[config.mk]
export PLATFORM = sky130hd
export DESIGN_NAME = debug_uart_rx
export DESIGN_NICKNAME = d
export VERILOG_FILES = /design/src/debug_uart_pkg.sv /design/src/debug_uart_rx.sv /design/src/debug_uart_sync.sv /design/src/debug_uart_baud.sv
export SDC_FILE = /design/constraint.sdc
export NUM_CORES = 1
export LEC_CHECK = 0
export BUFFER_PORTS_ARGS = -buffer_cell sky130_fd_sc_hd__buf_2
export CAP_MARGIN = 20
export CORE_ASPECT_RATIO = 1.75
export CORE_MARGIN = 3
export CORE_UTILIZATION = 53
export DETAILED_ROUTE_END_ITERATION = 16
export GPL_ROUTABILITY_DRIVEN = 1
export PLACE_DENSITY = 0.77
export SLEW_MARGIN = 5
export SYNTH_ARGS = -nofsm -noshare
export SYNTH_HDL_FRONTEND = slang
export SYNTH_HIERARCHICAL = 1
export SYNTH_SLANG_ARGS = --single-unit
[constraint.sdc]
create_clock -name clk_in -period 3.02 [get_ports clk_in]
set_clock_uncertainty 0.05 [all_clocks]
set_input_delay 0 -clock clk_in [delete_from_list [all_inputs] [get_ports clk_in]]
set_output_delay 0 -clock clk_in [all_outputs]
set_load 0.02 [all_outputs]
[src/debug_uart_pkg.sv]
`default_nettype none
package debug_uart_pkg;

  // Register byte offsets.
  localparam logic [7:0] OFF_CTRL = 8'h00;
  localparam logic [7:0] OFF_MODE = 8'h04;
  localparam logic [7:0] OFF_STATUS = 8'h14;
  localparam logic [7:0] OFF_RHR = 8'h18;
  localparam logic [7:0] OFF_BAUD = 8'h20;
  localparam logic [7:0] OFF_TAP = 8'h40;

  // Control command bits.
  localparam int CTRL_RX_RESET = 2;
  localparam int CTRL_RX_ENABLE = 4;
  localparam int CTRL_RX_DISABLE = 5;
  localparam int CTRL_CLEAR_FLAGS = 8;

  // Mode fields.
  localparam int MODE_PAR_LSB = 9;
  localparam int MODE_DCC_LSB = 30;
  localparam logic [2:0] MODE_PAR_RESET = 3'h4;

  // Status bits.
  localparam int ST_RX_READY = 0;
  localparam int ST_RX_ON = 4;
  localparam int ST_OVERRUN = 5;
  localparam int ST_FRAME = 6;
  localparam int ST_PARITY = 7;
  localparam int ST_DCC_RX = 30;
  localparam int ST_DCC_TX = 31;

  // Divisor width covers 65536; zero stops the generator.
  localparam int DIV_W = 17;
  localparam logic [16:0] BAUD_RESET = 17'h00000;

  // Timing in sampling-clock ticks.
  localparam logic [4:0] START_MIN = 5'h07;
  localparam logic [4:0] FIRST_SAMPLE = 5'h18;
  localparam logic [4:0] OVERSAMPLE = 5'h10;
  localparam logic [2:0] LAST_BIT = 3'h7;

  typedef enum logic [2:0] {
    PAR_EVEN = 3'h0,
    PAR_ODD = 3'h1,
    PAR_SPACE = 3'h2,
    PAR_MARK = 3'h3,
    PAR_NONE = 3'h4
  } parity_mode_t;

  typedef enum logic [4:0] {
    RX_IDLE = 5'h01,
    RX_START = 5'h02,
    RX_DATA = 5'h04,
    RX_PARITY = 5'h08,
    RX_STOP = 5'h10
  } rx_state_t;

  typedef struct packed {
    logic ready;
    logic overrun;
    logic frame_err;
    logic parity_err;
  } rx_flags_t;

endpackage : debug_uart_pkg
`default_nettype wire

[src/debug_uart_rx.sv]
`timescale 1ns/1ps
`default_nettype none
// Notes on behaviour
// Asynchronous only, 8-bit characters, optional parity, no clock pin.
// Receiver and transmitter independent, sharing one baud tick.
// No receive idle timeout and no transmit guard time.
// Bit rate is clock over sixteen times divisor.
// Divisor zero stops the baud clock; port stays inactive.
// Divisor values up to 65536 are supported.
// Receiver off after reset; enable command starts start-bit search.
// Disable stops at once when idle, else after the stop bit.
// Receiver reset aborts any character and leaves receiver disabled.
// Start bit needs low for more than 7 sampling ticks.
// First data sample 24 ticks after the detected falling edge.
// Each later bit sampled 16 ticks after the previous one.
// Full character goes to holding register and sets ready flag.
// Reading holding register, by software or channel, clears ready.
// Debug channel read/write status visible and can raise interrupt.
// Software bit forces tap reset to block emulator access.
// Character completing while ready is set sets sticky overrun.
// Parity mismatch sets sticky parity error with ready.
// Low stop bit sets sticky framing error with ready.
// Parity modes: none, odd, even, forced space, forced mark.
// Far end sends start, 8 data LSB first, parity, stop.
// Receive line idles high and is resynchronised before detection.
module debug_uart_rx #(
  parameter int DIV_W = debug_uart_pkg::DIV_W
) (
  // Clock, reset, enable.
  input wire logic clk_in,
  input wire logic nrst_in,
  input wire logic ce_in,
  // APB slave.
  input wire logic psel_in,
  input wire logic penable_in,
  input wire logic pwrite_in,
  input wire logic [7:0] paddr_in,
  input wire logic [31:0] pwdata_in,
  output logic [31:0] prdata_out,
  output logic pready_out,
  output logic pslverr_out,
  // Serial and debug-channel inputs.
  input wire logic serial_rx_pin_in,
  input wire logic dcc_rx_full_in,
  input wire logic dcc_tx_full_in,
  // Transfer channel and neighbours.
  input wire logic rhr_channel_read_in,
  output logic rx_ready_out,
  output logic baud_tick_out,
  output logic dcc_irq_out,
  output logic tap_reset_out
);

  typedef struct packed {
    debug_uart_pkg::rx_state_t st;
    logic [4:0] cnt;
    logic [2:0] bit_idx;
    logic [7:0] shift;
    logic par_acc;
    logic par_bad;
    logic enabled;
    logic stop_pending;
    logic [7:0] hold;
    debug_uart_pkg::rx_flags_t flags;
    logic [2:0] par_mode;
    logic [1:0] dcc_irq_en;
    logic [DIV_W-1:0] divisor;
    logic tap_force;
    logic irq;
    logic [31:0] rdata;
  } rx_reg_t;

  localparam rx_reg_t RESET_STATE = '{
    st: debug_uart_pkg::RX_IDLE,
    par_mode: debug_uart_pkg::MODE_PAR_RESET,
    divisor: DIV_W'(debug_uart_pkg::BAUD_RESET),
    default: '0
  };

  rx_reg_t cur;
  rx_reg_t next_cur;
  logic tick;
  logic rx;
  logic [1:0] dcc;
  logic [2:0] synced;

  ////////////////////////////////////////////////////////////////////////////
  // Line resynchronisation and sampling clock.

  debug_uart_sync #(.W(3), .RESET_VAL(3'h1)) u_sync (
    .clk_in(clk_in),
    .nrst_in(nrst_in),
    .ce_in(ce_in),
    .d_in({dcc_tx_full_in, dcc_rx_full_in, serial_rx_pin_in}),
    .q_out(synced)
  );

  assign rx = synced[0];
  assign dcc = synced[2:1];

  debug_uart_baud #(.DIV_W(DIV_W)) u_baud (
    .clk_in(clk_in),
    .nrst_in(nrst_in),
    .ce_in(ce_in),
    .divisor_in(cur.divisor),
    .tick_out(tick)
  );

  ////////////////////////////////////////////////////////////////////////////
  // Bus decode.

  logic setup;
  logic wr;
  logic rd_rhr;
  logic ctrl_wr;
  logic mapped;
  logic sample;
  logic done;

  assign setup = psel_in && !penable_in;
  assign wr = psel_in && penable_in && pwrite_in;
  assign ctrl_wr = wr && paddr_in == debug_uart_pkg::OFF_CTRL;
  assign rd_rhr = (psel_in && penable_in && !pwrite_in && paddr_in == debug_uart_pkg::OFF_RHR)
    || rhr_channel_read_in;
  assign mapped = paddr_in inside {debug_uart_pkg::OFF_CTRL, debug_uart_pkg::OFF_MODE,
    debug_uart_pkg::OFF_STATUS, debug_uart_pkg::OFF_RHR, debug_uart_pkg::OFF_BAUD,
    debug_uart_pkg::OFF_TAP};
  assign sample = tick && cur.cnt == debug_uart_pkg::OVERSAMPLE - 5'h01;
  assign done = cur.st == debug_uart_pkg::RX_STOP && sample;

  ////////////////////////////////////////////////////////////////////////////
  // Next state.

  always_comb begin
    logic [31:0] word;
    word = '0;
    next_cur = cur;
    // Clears come first so that a same-cycle set wins.
    if (rd_rhr) begin
      next_cur.flags.ready = 1'b0;
    end
    if (ctrl_wr && pwdata_in[debug_uart_pkg::CTRL_CLEAR_FLAGS]) begin
      next_cur.flags.overrun = 1'b0;
      next_cur.flags.frame_err = 1'b0;
      next_cur.flags.parity_err = 1'b0;
    end
    // Without ticks (divisor zero) the receiver never moves.
    case (cur.st)
      debug_uart_pkg::RX_IDLE: begin
        if (cur.enabled && tick && !rx) begin
          next_cur.st = debug_uart_pkg::RX_START;
          next_cur.cnt = '0;
        end
      end
      debug_uart_pkg::RX_START: begin
        if (tick) begin
          next_cur.cnt = cur.cnt + 5'h01;
          if (rx && cur.cnt < debug_uart_pkg::START_MIN) begin
            next_cur.st = debug_uart_pkg::RX_IDLE;
          end else if (cur.cnt == debug_uart_pkg::FIRST_SAMPLE - 5'h01) begin
            next_cur.st = debug_uart_pkg::RX_DATA;
            next_cur.cnt = '0;
            next_cur.shift = {rx, cur.shift[7:1]};
            next_cur.par_acc = rx;
            next_cur.bit_idx = 3'h1;
          end
        end
      end
      debug_uart_pkg::RX_DATA: begin
        if (tick) begin
          next_cur.cnt = cur.cnt + 5'h01;
        end
        if (sample) begin
          next_cur.cnt = '0;
          next_cur.shift = {rx, cur.shift[7:1]};
          next_cur.par_acc = cur.par_acc ^ rx;
          next_cur.bit_idx = cur.bit_idx + 3'h1;
          if (cur.bit_idx == debug_uart_pkg::LAST_BIT) begin
            // Codes four and up all mean no parity bit.
            next_cur.st = cur.par_mode[2] ? debug_uart_pkg::RX_STOP
              : debug_uart_pkg::RX_PARITY;
            next_cur.par_bad = 1'b0;
          end
        end
      end
      debug_uart_pkg::RX_PARITY: begin
        if (tick) begin
          next_cur.cnt = cur.cnt + 5'h01;
        end
        if (sample) begin
          next_cur.cnt = '0;
          next_cur.st = debug_uart_pkg::RX_STOP;
          case (cur.par_mode)
            debug_uart_pkg::PAR_EVEN: next_cur.par_bad = rx != cur.par_acc;
            debug_uart_pkg::PAR_ODD: next_cur.par_bad = rx == cur.par_acc;
            debug_uart_pkg::PAR_SPACE: next_cur.par_bad = rx;
            debug_uart_pkg::PAR_MARK: next_cur.par_bad = !rx;
            default: next_cur.par_bad = 1'b0;
          endcase
        end
      end
      debug_uart_pkg::RX_STOP: begin
        if (tick) begin
          next_cur.cnt = cur.cnt + 5'h01;
        end
        if (done) begin
          next_cur.cnt = '0;
          next_cur.st = debug_uart_pkg::RX_IDLE;
          next_cur.hold = cur.shift;
          next_cur.flags.ready = 1'b1;
          if (cur.flags.ready && !rd_rhr) begin
            next_cur.flags.overrun = 1'b1;
          end
          if (cur.par_bad) begin
            next_cur.flags.parity_err = 1'b1;
          end
          if (!rx) begin
            next_cur.flags.frame_err = 1'b1;
          end
          if (cur.stop_pending) begin
            next_cur.enabled = 1'b0;
            next_cur.stop_pending = 1'b0;
          end
        end
      end
      default: begin
        next_cur.st = debug_uart_pkg::RX_IDLE;
      end
    endcase
    // Commands: reset, then enable, then disable, so disable wins.
    if (ctrl_wr) begin
      if (pwdata_in[debug_uart_pkg::CTRL_RX_RESET]) begin
        next_cur.st = debug_uart_pkg::RX_IDLE;
        next_cur.cnt = '0;
        next_cur.enabled = 1'b0;
        next_cur.stop_pending = 1'b0;
      end
      if (pwdata_in[debug_uart_pkg::CTRL_RX_ENABLE]) begin
        next_cur.enabled = 1'b1;
        next_cur.stop_pending = 1'b0;
      end
      if (pwdata_in[debug_uart_pkg::CTRL_RX_DISABLE]) begin
        if (next_cur.st == debug_uart_pkg::RX_IDLE) begin
          next_cur.enabled = 1'b0;
        end else begin
          next_cur.stop_pending = 1'b1;
        end
      end
    end
    if (wr && paddr_in == debug_uart_pkg::OFF_MODE) begin
      next_cur.par_mode = pwdata_in[debug_uart_pkg::MODE_PAR_LSB +: 3];
      next_cur.dcc_irq_en = pwdata_in[debug_uart_pkg::MODE_DCC_LSB +: 2];
    end
    if (wr && paddr_in == debug_uart_pkg::OFF_BAUD) begin
      next_cur.divisor = pwdata_in[DIV_W-1:0];
    end
    if (wr && paddr_in == debug_uart_pkg::OFF_TAP) begin
      next_cur.tap_force = pwdata_in[0];
    end
    next_cur.irq = |(dcc & cur.dcc_irq_en);
    // Read data is latched in the setup cycle from the updated state,
    // so a character landing at that edge is never read stale.
    if (setup) begin
      case (paddr_in)
        debug_uart_pkg::OFF_MODE: begin
          word[debug_uart_pkg::MODE_PAR_LSB +: 3] = next_cur.par_mode;
          word[debug_uart_pkg::MODE_DCC_LSB +: 2] = next_cur.dcc_irq_en;
        end
        debug_uart_pkg::OFF_STATUS: begin
          word[debug_uart_pkg::ST_RX_READY] = next_cur.flags.ready;
          word[debug_uart_pkg::ST_RX_ON] = next_cur.enabled;
          word[debug_uart_pkg::ST_OVERRUN] = next_cur.flags.overrun;
          word[debug_uart_pkg::ST_FRAME] = next_cur.flags.frame_err;
          word[debug_uart_pkg::ST_PARITY] = next_cur.flags.parity_err;
          word[debug_uart_pkg::ST_DCC_RX] = dcc[0];
          word[debug_uart_pkg::ST_DCC_TX] = dcc[1];
        end
        debug_uart_pkg::OFF_RHR: word[7:0] = next_cur.hold;
        debug_uart_pkg::OFF_BAUD: word[DIV_W-1:0] = next_cur.divisor;
        debug_uart_pkg::OFF_TAP: word[0] = next_cur.tap_force;
        default: word = '0;
      endcase
      next_cur.rdata = word;
    end
  end

  always_ff @(posedge clk_in or negedge nrst_in) begin
    if (!nrst_in) begin
      cur <= RESET_STATE;
    end else if (ce_in) begin
      cur <= next_cur;
    end
  end

  // A frozen block must not complete bus transfers it cannot act on.
  assign pready_out = ce_in;
  assign pslverr_out = psel_in && penable_in && !mapped;
  assign prdata_out = cur.rdata;
  assign rx_ready_out = cur.flags.ready;
  assign baud_tick_out = tick;
  assign dcc_irq_out = cur.irq;
  assign tap_reset_out = cur.tap_force;
endmodule : debug_uart_rx
`default_nettype wire

[src/debug_uart_sync.sv]
`timescale 1ns/1ps
`default_nettype none
module debug_uart_sync #(
  parameter int W = 1,
  parameter logic [W-1:0] RESET_VAL = '0
) (
  // Clock, reset, enable.
  input wire logic clk_in,
  input wire logic nrst_in,
  input wire logic ce_in,
  // Asynchronous inputs and filtered result.
  input wire logic [W-1:0] d_in,
  output logic [W-1:0] q_out
);

  typedef struct packed {
    logic [W-1:0] s1;
    logic [W-1:0] s2;
    logic [W-1:0] s3;
    logic [W-1:0] q;
  } sync_state_t;

  localparam sync_state_t RESET_STATE = '{RESET_VAL, RESET_VAL, RESET_VAL, RESET_VAL};

  sync_state_t cur;
  sync_state_t next_cur;

  // A change is accepted only when the second and third stages agree.
  always_comb begin
    next_cur.s1 = d_in;
    next_cur.s2 = cur.s1;
    next_cur.s3 = cur.s2;
    next_cur.q = (cur.s2 & cur.s3) | (cur.q & (cur.s2 ^ cur.s3));
  end

  always_ff @(posedge clk_in or negedge nrst_in) begin
    if (!nrst_in) begin
      cur <= RESET_STATE;
    end else if (ce_in) begin
      cur <= next_cur;
    end
  end

  assign q_out = cur.q;

endmodule : debug_uart_sync
`default_nettype wire

[src/debug_uart_baud.sv]
`timescale 1ns/1ps
`default_nettype none
module debug_uart_baud #(
  parameter int DIV_W = debug_uart_pkg::DIV_W
) (
  // Clock, reset, enable.
  input wire logic clk_in,
  input wire logic nrst_in,
  input wire logic ce_in,
  // Divisor and sampling tick.
  input wire logic [DIV_W-1:0] divisor_in,
  output logic tick_out
);

  typedef struct packed {
    logic [DIV_W-1:0] cnt;
    logic tick;
  } baud_state_t;

  baud_state_t cur;
  baud_state_t next_cur;

  // One tick every divisor clocks gives the 16x sampling rate.
  always_comb begin
    next_cur.cnt = '0;
    next_cur.tick = 1'b0;
    if (divisor_in != '0) begin
      if (cur.cnt >= divisor_in - 1'b1) begin
        next_cur.tick = 1'b1;
      end else begin
        next_cur.cnt = cur.cnt + 1'b1;
      end
    end
  end

  always_ff @(posedge clk_in or negedge nrst_in) begin
    if (!nrst_in) begin
      cur <= '0;
    end else if (ce_in) begin
      cur <= next_cur;
    end
  end

  assign tick_out = cur.tick;
endmodule : debug_uart_baud
`default_nettype wire

==> impl_metrics.csv, run 1 <==
group,metric,value,unit
synth,synth.largest_area_cell,"sky130_fd_sc_hd__dfrtp_1",
worst_hold_path,holdCritPathClass,"in2reg",
synth,synth.cells.most_frequent,"104 x sky130_fd_sc_hd__dfrtp_1, 69 x sky130_fd_sc_hd__nand2_1, 36 x sky130_fd_sc_hd__buf_4, 36 x sky130_fd_sc_hd__mux2_2, 35 x sky130_fd_sc_hd__nor2_1",
layout,final_area,0.00801,sq mm
synth,syn_avg_cell_area,10.1,sq um
worst_setup_path,crit_family,"simple AND/OR/NAND/NOR gates",
worst_setup_path,worst_setup_path_end_kind,"flop",
routing,post_drt_via_cell_ratio,6.04,
die,floorplan.die_area,0.0144,sq mm
worst_setup_path,timing_worst_setup_path_type,"reg2reg",
worst_setup_path,timing.critical_path.slowest_cell_delay,430,ps
sta,drv_slew,0,
sta,layout_worst_path_cycle_share,104,%
layout,finalNetCount,852,
sta,relSlewSlack,33.9,%
cts,clock_latency,360,ps
cts,cts_tree,"built",
synth,synth_edf_count,0,
worst_setup_path,crit_slowest_cell,"sky130_fd_sc_hd__dfrtp_2",
routing,wire_per_inst,19.0,um
routing,routed-via-count,5735,
synth,post_synth_num_cell_types,75,
grt,grt_pass1_wl,28800,um
routing,drt_iter0_drc,359,
cts,root_buffer,"sky130_fd_sc_hd__clkbuf_16",
power,irDropWorstVdd,251,uV
synth,ys_seq_elements,110,
routing,drt-total-wl,18000,um
grt,grt_start_max_net_pins,63,
power,total_power,3330,uW
synth,post_synth_instance_area,0.00686,sq mm
place,gp_routability_congestion,0.936,
cts,clock-sinks,110,
synth,synthMostInstantiatedCell,"sky130_fd_sc_hd__dfrtp_1",
cts,htree_num_levels,3,
grt,antenna_found_initial,0,
cts,cts_max_path_buffers,2,
outcome,outcome,"finished with violations",
layout,diodes,0,
worst_setup_path,start_kind,"flop",
worst_setup_path,cp_data_arrival_time,3350,ps
synth,top_area_cell_type_share_of_the_netlist_area,37.9,%
sta,worst_slew_pin_slew,978,ps
synth,area_contributors_post_synth,"sky130_fd_sc_hd__dfrtp_1 38%, sky130_fd_sc_hd__mux2_2 5.9%, sky130_fd_sc_hd__ha_1 4.7%",
synth,async_reset_ff_share,100,%
sta,finalWorstSetupSlack,-118,ps
die,die_height,156,um
synth,synthCells,682,
synth,ys_dominant_reg_cell,"sky130_fd_sc_hd__dfrtp_1",
sta,final.setup.tns,-1230,ps
place,port_buffers,61,
power,power_density,416,mW/mm^2
routing,first_pass_iters,5,
grt,grt_overflow_total,0,
place,place.detailed.instances,905,
die,placement_rows,54,
power,power.static_leakage,0.00380,uW
cts,clkTransAtPathRegs,80,ps
worst_setup_path,path_cells,"nor4_4, nand2_2, nor3_2, nand2_1, or3_1, xor2_1, ha_1, nand4_1, buf_4, o21ba_4, and3_4, nand3_4, o311ai_1",
worst_setup_path,worst-endpoint-required,3230,ps
die,die_width,92.0,um
die,initial_utilization,54.6,%
sta,rsz0062_at_grt,"true",
layout,layout.filler_cells,1010,
grt,grt_pass1_vias,5822,
outcome,failed_checks,"setup timing",
worst_setup_path,crit_buf_inv,1,
job,drv.max_cap_violation_count,0,
sta,finalCriticalPeriod,3140,ps
layout,final_cells,949,
cts,numCtsBuffers,9,
worst_setup_path,crit_path_max_fanout,15,
layout,syn_to_final_growth,16.8,%
grt,globalRouteTotalUtil,25.3,%
synth,synth-warning-count,6,
sta,fmaxAchievable,0.319,GHz
sta,finalSetupViolations,17,
place,detailed_place_hpwl,13700,um
layout,post_route_cells_drive_above_1_share,26.8,%
routing,drt_drc_violations_left,0,
die,pin_count,88,
sta,timing.final.hold_violations,0,
die,placeable_core_region,0.0126,sq mm
place,dpl_cell_area,0.00736,sq mm
synth,ys_seq_area_share,40.2,%
routing,remaining_antenna_violation_count_after_routing,0,
==> cells in the final DEF, fill, tap and decap left out, types with 12 or more instances in the layout <==
cell,n
sky130_fd_sc_hd__a21oi_1,19
sky130_fd_sc_hd__mux2_4,15
sky130_fd_sc_hd__inv_1,21
sky130_fd_sc_hd__dlygate4sd3_1,25
sky130_fd_sc_hd__conb_1,13
sky130_fd_sc_hd__nand3_1,23
sky130_fd_sc_hd__o21ai_0,23
sky130_fd_sc_hd__o31ai_1,14
sky130_fd_sc_hd__dfrtp_1,103
sky130_fd_sc_hd__nand2b_1,12
sky130_fd_sc_hd__mux2_2,36
sky130_fd_sc_hd__nor2_1,35
sky130_fd_sc_hd__buf_4,44
sky130_fd_sc_hd__nand2_1,69
sky130_fd_sc_hd__o22ai_1,12
sky130_fd_sc_hd__mux2i_1,19
sky130_fd_sc_hd__ha_1,26
sky130_fd_sc_hd__buf_2,60
==> per-stage QoR <==
step / setup WS, ps / util (%) / hold WS (ps)
2_1_floorplan: -101 / - / -346
3_3_place_gp: 22.4 / 58.6 / 72.1
6_report: -118 / 63.8 / 40.4
4_1_cts: -121 / 63.6 / 39.5
3_5_place_dp: -116 / 58.6 / 76.3
5_1_grt: -263 / 63.8 / 101
==> state kept, by name, summed over array words and instances (netlist names) <==
name,cells
u_baud/tick_out,1
rx_ready_out,1
dcc_irq_out,1
u_sync/cur,9
prdata_out,19
u_sync/q_out,3
cur,58
u_baud/cur,17
tap_reset_out,1
==> kinds of logic (layout without fill, tap and decap cells) <==
| kind of cell | after synthesis | in the layout | synth area share, % |
|---|---|---|---|
| xor+xnor | 17 | 17 | 2.17 |
| flops | 110 | 110 | 40.2 |
| other cells | 1 | 13 | 0.0547 |
| fa+ha+maj | 26 | 26 | 4.74 |
| compound gates | 151 | 151 | 16.0 |
| mux | 70 | 70 | 12.0 |
| simple gates | 224 | 224 | 17.8 |
| buf+inv | 83 | 170 | 7.00 |
==> cell type report <==
class / instances / area (sq um) / share of cell area, %
multi-input cells: 501 / 3730 / 46.5
inverters: 21 / 78.8 / 0.984
clock buffers: 9 / 225 / 2.81
flip-flops and latches: 110 / 2760 / 34.5
well taps: 168 / 210 / 2.62
clock inverters: 7 / 86.3 / 1.08
repair buffers: 133 / 926 / 11.6
==> power by group <==
group | switching [uW] | total (uW) | internal, uW
Sequential | 75.3 | 1620 | 1540
Combinational | 268 | 487 | 219
Clock | 630 | 1230 | 597
==> layer usage <==
metal / part of all wire [%] / wire (um) / up-vias / track usage, %
met5: 0 / 0 / - / 0
met2: 53 / 9570 / 190 / 45.2
met1: 37 / 6720 / 2818 / 27.7
met4: 5.8 / 1040 / 0 / 16.1
li1: - / - / 2668 / -
met3: 3.7 / 665 / 59 / 3.90
==> what timing repair did <==
item | 4_1_cts | 5_1_grt
pin swaps | 7 | 3
endpoints found under the setup margin | 13 | 18
resized for setup | 10 | 4
endpoints found under the hold margin | 97 | 0
buffers inserted | 3 | 0
hold buffers | 25 | 0
==> worst reg2reg max path: cells and delay by family (launching register included) <==
family,cells,cell delay (ps)
xor+xnor,1,150
buf+inv,1,150
compound gates,2,470
flops,1,430
simple gates,8,1490
fa+ha+maj,1,290
==> path summary, 6_finish.rpt <==
| kind | startpoint | to | slack (ps) | depth (start not counted) |
|---|---|---|---|---|
| min | pwrite_in | rx_ready_out | 40 | 4 |
| max in group asynchronous | nrst_in | cur[88] | 1890 | 3 |
| max reg2reg | cur[38] | u_baud/cur[16] | -120 | 13 |
| min in group asynchronous | nrst_in | u_sync/cur[5] | 220 | 2 |
| max | cur[38] | u_baud/cur[16] | -120 | 13 |
| min reg2reg | cur[82] | cur[82] | 430 | 2 |
(Power assumes the default switching activity.)
==> inputs of run 2 (changes only) <==
--- a/config.mk
+++ b/config.mk
@@ -12,6 +12,7 @@
 export CORE_UTILIZATION = 53
 export DETAILED_ROUTE_END_ITERATION = 16
 export GPL_ROUTABILITY_DRIVEN = 1
+export GPL_TIMING_DRIVEN = 0
 export PLACE_DENSITY = 0.77
 export SLEW_MARGIN = 5
 export SYNTH_ARGS = -nofsm -noshare
==> run 2 against run 1 <==
Compared with the run above:
- the flow finishes with violations (hold timing, setup timing)
- design area up 3.6%
- first-iteration DRC count down 1.4%
- via count up 2.8%
- largest power group unchanged
==> impl_metrics.csv, run 2 (same netlist as run 1, synthesis figures left out) <==
group,metric,value,unit
layout,layout.filler_cells,1028,
worst_setup_path,cp_data_arrival_time,3440,ps
worst_hold_path,holdCritPathClass,"in2async",
layout,final_area,0.00830,sq mm
die,die_height,156,um
die,placeable_core_region,0.0126,sq mm
sta,finalCriticalPeriod,3280,ps
cts,cts_tree,"built",
layout,largest_register_ffs,58,
die,initial_utilization,54.6,%
power,total_power,3350,uW
sta,timing.final.hold_violations,3,
worst_setup_path,worst_setup_path_end_kind,"flop",
outcome,failed_checks,"hold timing, setup timing",
sta,relSlewSlack,21.9,%
cts,numCtsBuffers,9,
power,irDropWorstVdd,231,uV
cts,htree_num_levels,3,
layout,diodes,0,
sta,rsz0062_at_grt,"true",
layout,layout.cells.most_common,"sky130_fd_sc_hd__dfrtp_1",
sta,layout_worst_path_cycle_share,109,%
routing,post_drt_via_cell_ratio,6.00,
place,detailed_place_hpwl,13900,um
sta,worst_slew_pin_slew,1160,ps
sta,finalSetupViolations,18,
cts,root_buffer,"sky130_fd_sc_hd__clkbuf_16",
cts,clock_latency,350,ps
grt,grt_pass1_vias,6139,
die,floorplan.die_area,0.0144,sq mm
routing,routed-via-count,5895,
routing,remaining_antenna_violation_count_after_routing,0,
grt,grt_start_max_net_pins,93,
layout,syn_to_final_growth,21.0,%
layout,max_flop_register,"cur",
worst_setup_path,worst-endpoint-required,3190,ps
place,port_buffers,60,
worst_setup_path,crit_path_max_fanout,8,
grt,grt_pass1_wl,30600,um
cts,clkTransAtPathRegs,80,ps
sta,drv_slew,0,
sta,final.setup.tns,-3910,ps
grt,antenna_found_initial,0,
grt,globalRouteTotalUtil,27.0,%
layout,final_cells,983,
place,dpl_cell_area,0.00746,sq mm
die,die_width,92.0,um
routing,drt_drc_violations_left,0,
routing,drt-total-wl,19200,um
layout,most-common-layout-cells,"99 x sky130_fd_sc_hd__dfrtp_1, 67 x sky130_fd_sc_hd__buf_2, 67 x sky130_fd_sc_hd__nand2_1",
worst_setup_path,timing_worst_setup_path_type,"reg2reg",
worst_setup_path,start_kind,"flop",
cts,cts_max_path_buffers,2,
routing,first_pass_iters,5,
routing,drt_iter0_drc,354,
sta,finalWorstSetupSlack,-258,ps
sta,whs,-1.92,ps
power,power.static_leakage,0.00395,uW
outcome,outcome,"finished with violations",
cts,clock-sinks,110,
layout,finalNetCount,886,
place,place.detailed.instances,923,
grt,grt_overflow_total,0,
die,placement_rows,54,
place,gp_routability_congestion,0.888,
layout,post_route_cells_drive_above_1_share,30.1,%
die,pin_count,88,
job,drv.max_cap_violation_count,0,
routing,wire_per_inst,19.5,um
sta,fmaxAchievable,0.305,GHz
power,power_density,403,mW/mm^2
[run 2: path summary, 6_finish.rpt]
path | start | endpoint | slack [ps] | depth (start not counted)
min in group clk_in | pwrite_in | rx_ready_out | 60 | 4
hold reg to reg | cur[81] | cur[81] | 440 | 2
setup / recovery | cur[41] | u_baud/cur[1] | -260 | 15
setup reg to reg | cur[41] | u_baud/cur[1] | -260 | 15
hold / removal | nrst_in | u_sync/cur[8] | -2 | 2
max in group asynchronous | nrst_in | cur[40] | 2200 | 3
[run 2: routing by layer]
layer / routed length, um / part of all wire, % / vias up / global-route usage [%]
met5: 0 / 0 / - / 0
met4: 1160 / 6.0 / 0 / 16.9
met3: 850 / 4.4 / 84 / 3.22
met2: 10300 / 54 / 226 / 50.2
met1: 6830 / 36 / 2848 / 28.6
li1: - / - / 2737 / -
[run 2: repair_timing]
action | 4_1_cts | 5_1_grt
resized for setup | 21 | 12
gates cloned | 2 | 1
hold buffers | 24 | 0
endpoints found under the setup margin | 18 | 21
pin swaps | 8 | 7
buffers inserted | 12 | 5
endpoints found under the hold margin | 144 | 0
[run 2: report_power, final]
group	switching [uW]	internal, uW
sequential	47.8	1540
combinational	315	269
clock	591	580
[run 2: critical path, stage by stage, from the launching register on]
cell and delay (ps):
sky130_fd_sc_hd__dfrtp_2 430, sky130_fd_sc_hd__nor4_4 310, sky130_fd_sc_hd__nand2_2 110, sky130_fd_sc_hd__nor3_4 160, sky130_fd_sc_hd__nand2_2 80, sky130_fd_sc_hd__or3_4 340, sky130_fd_sc_hd__xor2_2 150, sky130_fd_sc_hd__ha_1 300
sky130_fd_sc_hd__nand4_1 180, sky130_fd_sc_hd__nor3_4 210, sky130_fd_sc_hd__nand2_1 120, sky130_fd_sc_hd__and3_4 210, sky130_fd_sc_hd__buf_6 130, sky130_fd_sc_hd__nand3_4 130, sky130_fd_sc_hd__buf_8 150, sky130_fd_sc_hd__mux2i_1 70
[run 2: final cells by class]
| cell class | count | area [sq um] | area share [%] |
|---|---|---|---|
| buffer | 62 | 412 | 4.96 |
| inverter | 21 | 78.8 | 0.950 |
| tap | 168 | 210 | 2.53 |
| sequential | 110 | 2770 | 33.3 |
| clock inverter | 7 | 62.6 | 0.754 |
| multi-input combinational | 501 | 3800 | 45.7 |
| timing repair buffer | 105 | 749 | 9.03 |
| clock buffer | 9 | 225 | 2.71 |
[run 2: metrics by stage]
stage          setup WS (ps)  util (%)
2_1_floorplan           -101         -
3_3_place_gp            -378      59.1
3_5_place_dp            -469      59.4
4_1_cts                 -223      65.0
5_1_grt                 -401      66.0
6_report                -258      66.0
==> inputs of run 3 (changes only) <==
--- a/config.mk
+++ b/config.mk
@@ -17,5 +17,4 @@
 export SLEW_MARGIN = 5
 export SYNTH_ARGS = -nofsm -noshare
 export SYNTH_HDL_FRONTEND = slang
-export SYNTH_HIERARCHICAL = 1
 export SYNTH_SLANG_ARGS = --single-unit
==> run 3 against run 2 <==
Compared with the run above:
- the run ends with setup timing left
- critical path depth shrank 4
- design area is 0.11% higher
- first-iteration DRC count shrank 1.7%
- critical path type unchanged
- largest cell class unchanged
- highest routed layer unchanged
==> impl_metrics.csv, run 3 <==
group,metric,value,unit
outcome,outcome,"finished with violations",
outcome,failed_checks,"setup timing",
power,power_frac_seq,50.1,%
place,detailed_place_hpwl,13300,um
synth,post_synth_instance_area,0.00669,sq mm
layout,largest_register_ffs,58,
sta,worst_slew_pin_slew,941,ps
synth,synth_edf_count,0,
layout,max_flop_register,"cur",
die,placement_rows,53,
cts,cts_tree,"built",
grt,grt_pass1_wl,30600,um
grt,globalRouteTotalUtil,27.1,%
power,power.static_leakage,0.00387,uW
worst_setup_path,start_kind,"flop",
layout,post-route-util,68.1,%
synth,synthCells,697,
synth,async_reset_ff_share,100,%
grt,grt_pass1_vias,6175,
synth,area_contributors_post_synth,"sky130_fd_sc_hd__dfrtp_1 39%, sky130_fd_sc_hd__mux2_2 6.1%, sky130_fd_sc_hd__ha_1 5.1%",
worst_hold_path,holdCritPathClass,"in2async",
worst_setup_path,timing_worst_setup_path_type,"reg2reg",
sta,finalSetupViolations,18,
synth,synth.largest_area_cell,"sky130_fd_sc_hd__dfrtp_1",
layout,finalNetCount,901,
routing,drt-total-wl,19600,um
worst_setup_path,worst_setup_path_end_kind,"flop",
worst_setup_path,worst-endpoint-required,3230,ps
routing,drt_drc_violations_left,0,
die,die_width,90.9,um
place,port_buffers,60,
power,netSwitchingFraction,26.4,%
routing,remaining_antenna_violation_count_after_routing,0,
sta,finalWorstSetupSlack,-260,ps
die,initial_utilization,54.8,%
die,placeable_core_region,0.0122,sq mm
power,clock_power_share,35.9,%
layout,diodes,0,
routing,routed-via-count,6122,
worst_setup_path,cp_data_arrival_time,3490,ps
die,die_height,155,um
sta,finalCriticalPeriod,3280,ps
cts,numCtsBuffers,9,
sta,timing.final.hold_violations,0,
worst_setup_path,crit_path_max_fanout,6,
synth,synth-warning-count,0,
cts,htree_num_levels,3,
cts,clock-sinks,110,
power,internal_power,2290,uW
routing,post_drt_via_cell_ratio,6.17,
cts,cts_max_path_buffers,2,
sta,fmaxAchievable,0.305,GHz
sta,final.setup.tns,-2980,ps
sta,layout_worst_path_cycle_share,109,%
routing,first_pass_iters,6,
synth,ys_seq_elements,110,
sta,relSlewSlack,36.7,%
cts,root_buffer,"sky130_fd_sc_hd__clkbuf_16",
die,pin_count,88,
routing,drt_iter0_drc,348,
layout,syn_to_final_growth,24.2,%
layout,most-common-layout-cells,"100 x sky130_fd_sc_hd__dfrtp_1, 84 x sky130_fd_sc_hd__nand2_1, 65 x sky130_fd_sc_hd__buf_2",
power,combinationalPowerShare,13.9,%
power,total_power,3110,uW
layout,layout.filler_cells,924,
grt,antenna_found_initial,0,
synth,synthMostInstantiatedCell,"sky130_fd_sc_hd__dfrtp_1",
routing,wire_per_inst,19.7,um
power,switchingPower,821,uW
power,power_density,375,mW/mm^2
grt,grt_overflow_total,0,
layout,post_route_cells_drive_above_1_share,29.5,%
job,drv.max_cap_violation_count,0,
synth,ys_dominant_reg_cell,"sky130_fd_sc_hd__dfrtp_1",
place,gp_routability_congestion,0.879,
die,floorplan.die_area,0.0141,sq mm
synth,post_synth_num_cell_types,66,
sta,rsz0062_at_grt,"true",
power,irDropWorstVdd,357,uV
cts,clock_latency,350,ps
cts,clkTransAtPathRegs,80,ps
grt,grt_start_max_net_pins,84,
sta,drv_slew,0,
synth,ys_seq_area_share,41.3,%
synth,top_area_cell_type_share_of_the_netlist_area,38.9,%
synth,syn_avg_cell_area,9.59,sq um
synth,synth.cells.most_frequent,"104 x sky130_fd_sc_hd__dfrtp_1, 86 x sky130_fd_sc_hd__nand2_1, 36 x sky130_fd_sc_hd__mux2_2",
layout,layout.cells.most_common,"sky130_fd_sc_hd__dfrtp_1",
run 3: path summary, 6_finish.rpt:
| check | startpoint | to | slack [ps] | cells after the start |
|---|---|---|---|---|
| max in group asynchronous | nrst_in | cur[55] | 2150 | 3 |
| worst min-delay path | nrst_in | u_baud.cur[10] | 50 | 2 |
| worst min register to register | cur[67] | cur[67] | 440 | 2 |
| worst max-delay path | cur[34] | u_baud.cur[12] | -260 | 11 |
| worst max register to register | cur[34] | u_baud.cur[12] | -260 | 11 |
| min in group clk_in | psel_in | prdata_out[0] | 70 | 4 |
run 3: timing repair:
action | CTS | global route
pin swaps | 25 | 18
resized for setup | 43 | 29
setup buffers | 13 | 6
hold endpoints to repair | 143 | 0
gates cloned | 0 | 2
setup endpoints to repair | 18 | 20
hold buffers | 23 | 0
run 3: metrics by stage:
| step | setup slack [ps] | hold slack [ps] | instance area, sq um | std cells |
|---|---|---|---|---|
| 4_1_cts | -63.1 | 47.2 | 8060 | 984 |
| 6_report | -260 | 45.3 | 8310 | 993 |
| 3_5_place_dp | -555 | -155 | 7290 | 935 |
| 3_3_place_gp | -506 | 171 | 7260 | 934 |
| 5_1_grt | -348 | 56.3 | 8310 | 993 |
| 2_1_floorplan | 10.3 | -346 | 6750 | 709 |
run 3: cells by family after synthesis:
logic type | count (synthesis) | synth area share (%)
compound gates | 165 | 16.2
xor+xnor | 19 | 2.49
fa+ha+maj | 27 | 5.05
buf+inv | 90 | 7.18
flops | 110 | 41.3
mux | 62 | 10.7
other cells | 1 | 0.0561
simple gates | 223 | 17.1
run 3: power groups by stage:
| stage | Combinational (uW) | Sequential (uW) | Clock, uW |
|---|---|---|---|
| global route | 473 | 1570 | 1190 |
| finish | 434 | 1560 | 1120 |
| CTS | 404 | 1560 | 1130 |
| detailed placement | 360 | 1590 | 0 |
| global placement | 343 | 1580 | 0 |
| floorplan | 219 | 1580 | 0 |
run 3: routing by layer:
layer,track usage [%],vias up,wire length (um)
met5,0,-,0
li1,-,2756,-
met2,49.8,253,10600
met4,12.7,0,773
met3,3.84,64,964
met1,30.6,3049,7240
run 3: worst max-delay path: stages (launching register included):
cell and delay, ps:
sky130_fd_sc_hd__dfrtp_2 460, sky130_fd_sc_hd__nor4_4 400, sky130_fd_sc_hd__nor2_1 150, sky130_fd_sc_hd__ha_1 340, sky130_fd_sc_hd__a21o_1 160, sky130_fd_sc_hd__a2111oi_0 460, sky130_fd_sc_hd__o21ai_0 300, sky130_fd_sc_hd__a21oi_2 250
sky130_fd_sc_hd__buf_6 170, sky130_fd_sc_hd__buf_8 140, sky130_fd_sc_hd__a41oi_2 100, sky130_fd_sc_hd__a31oi_1 190
run 3: cell type report:
| class | instances | area, sq um | area share [%] |
|---|---|---|---|
| clock inverters | 4 | 31.3 | 0.376 |
| well taps | 165 | 206 | 2.48 |
| multi-input cells | 509 | 3750 | 45.2 |
| flip-flops and latches | 110 | 2770 | 33.3 |
| clock buffers | 11 | 243 | 2.92 |
| inverters | 17 | 63.8 | 0.768 |
| repair buffers | 107 | 779 | 9.38 |
| plain buffers | 70 | 467 | 5.62 |
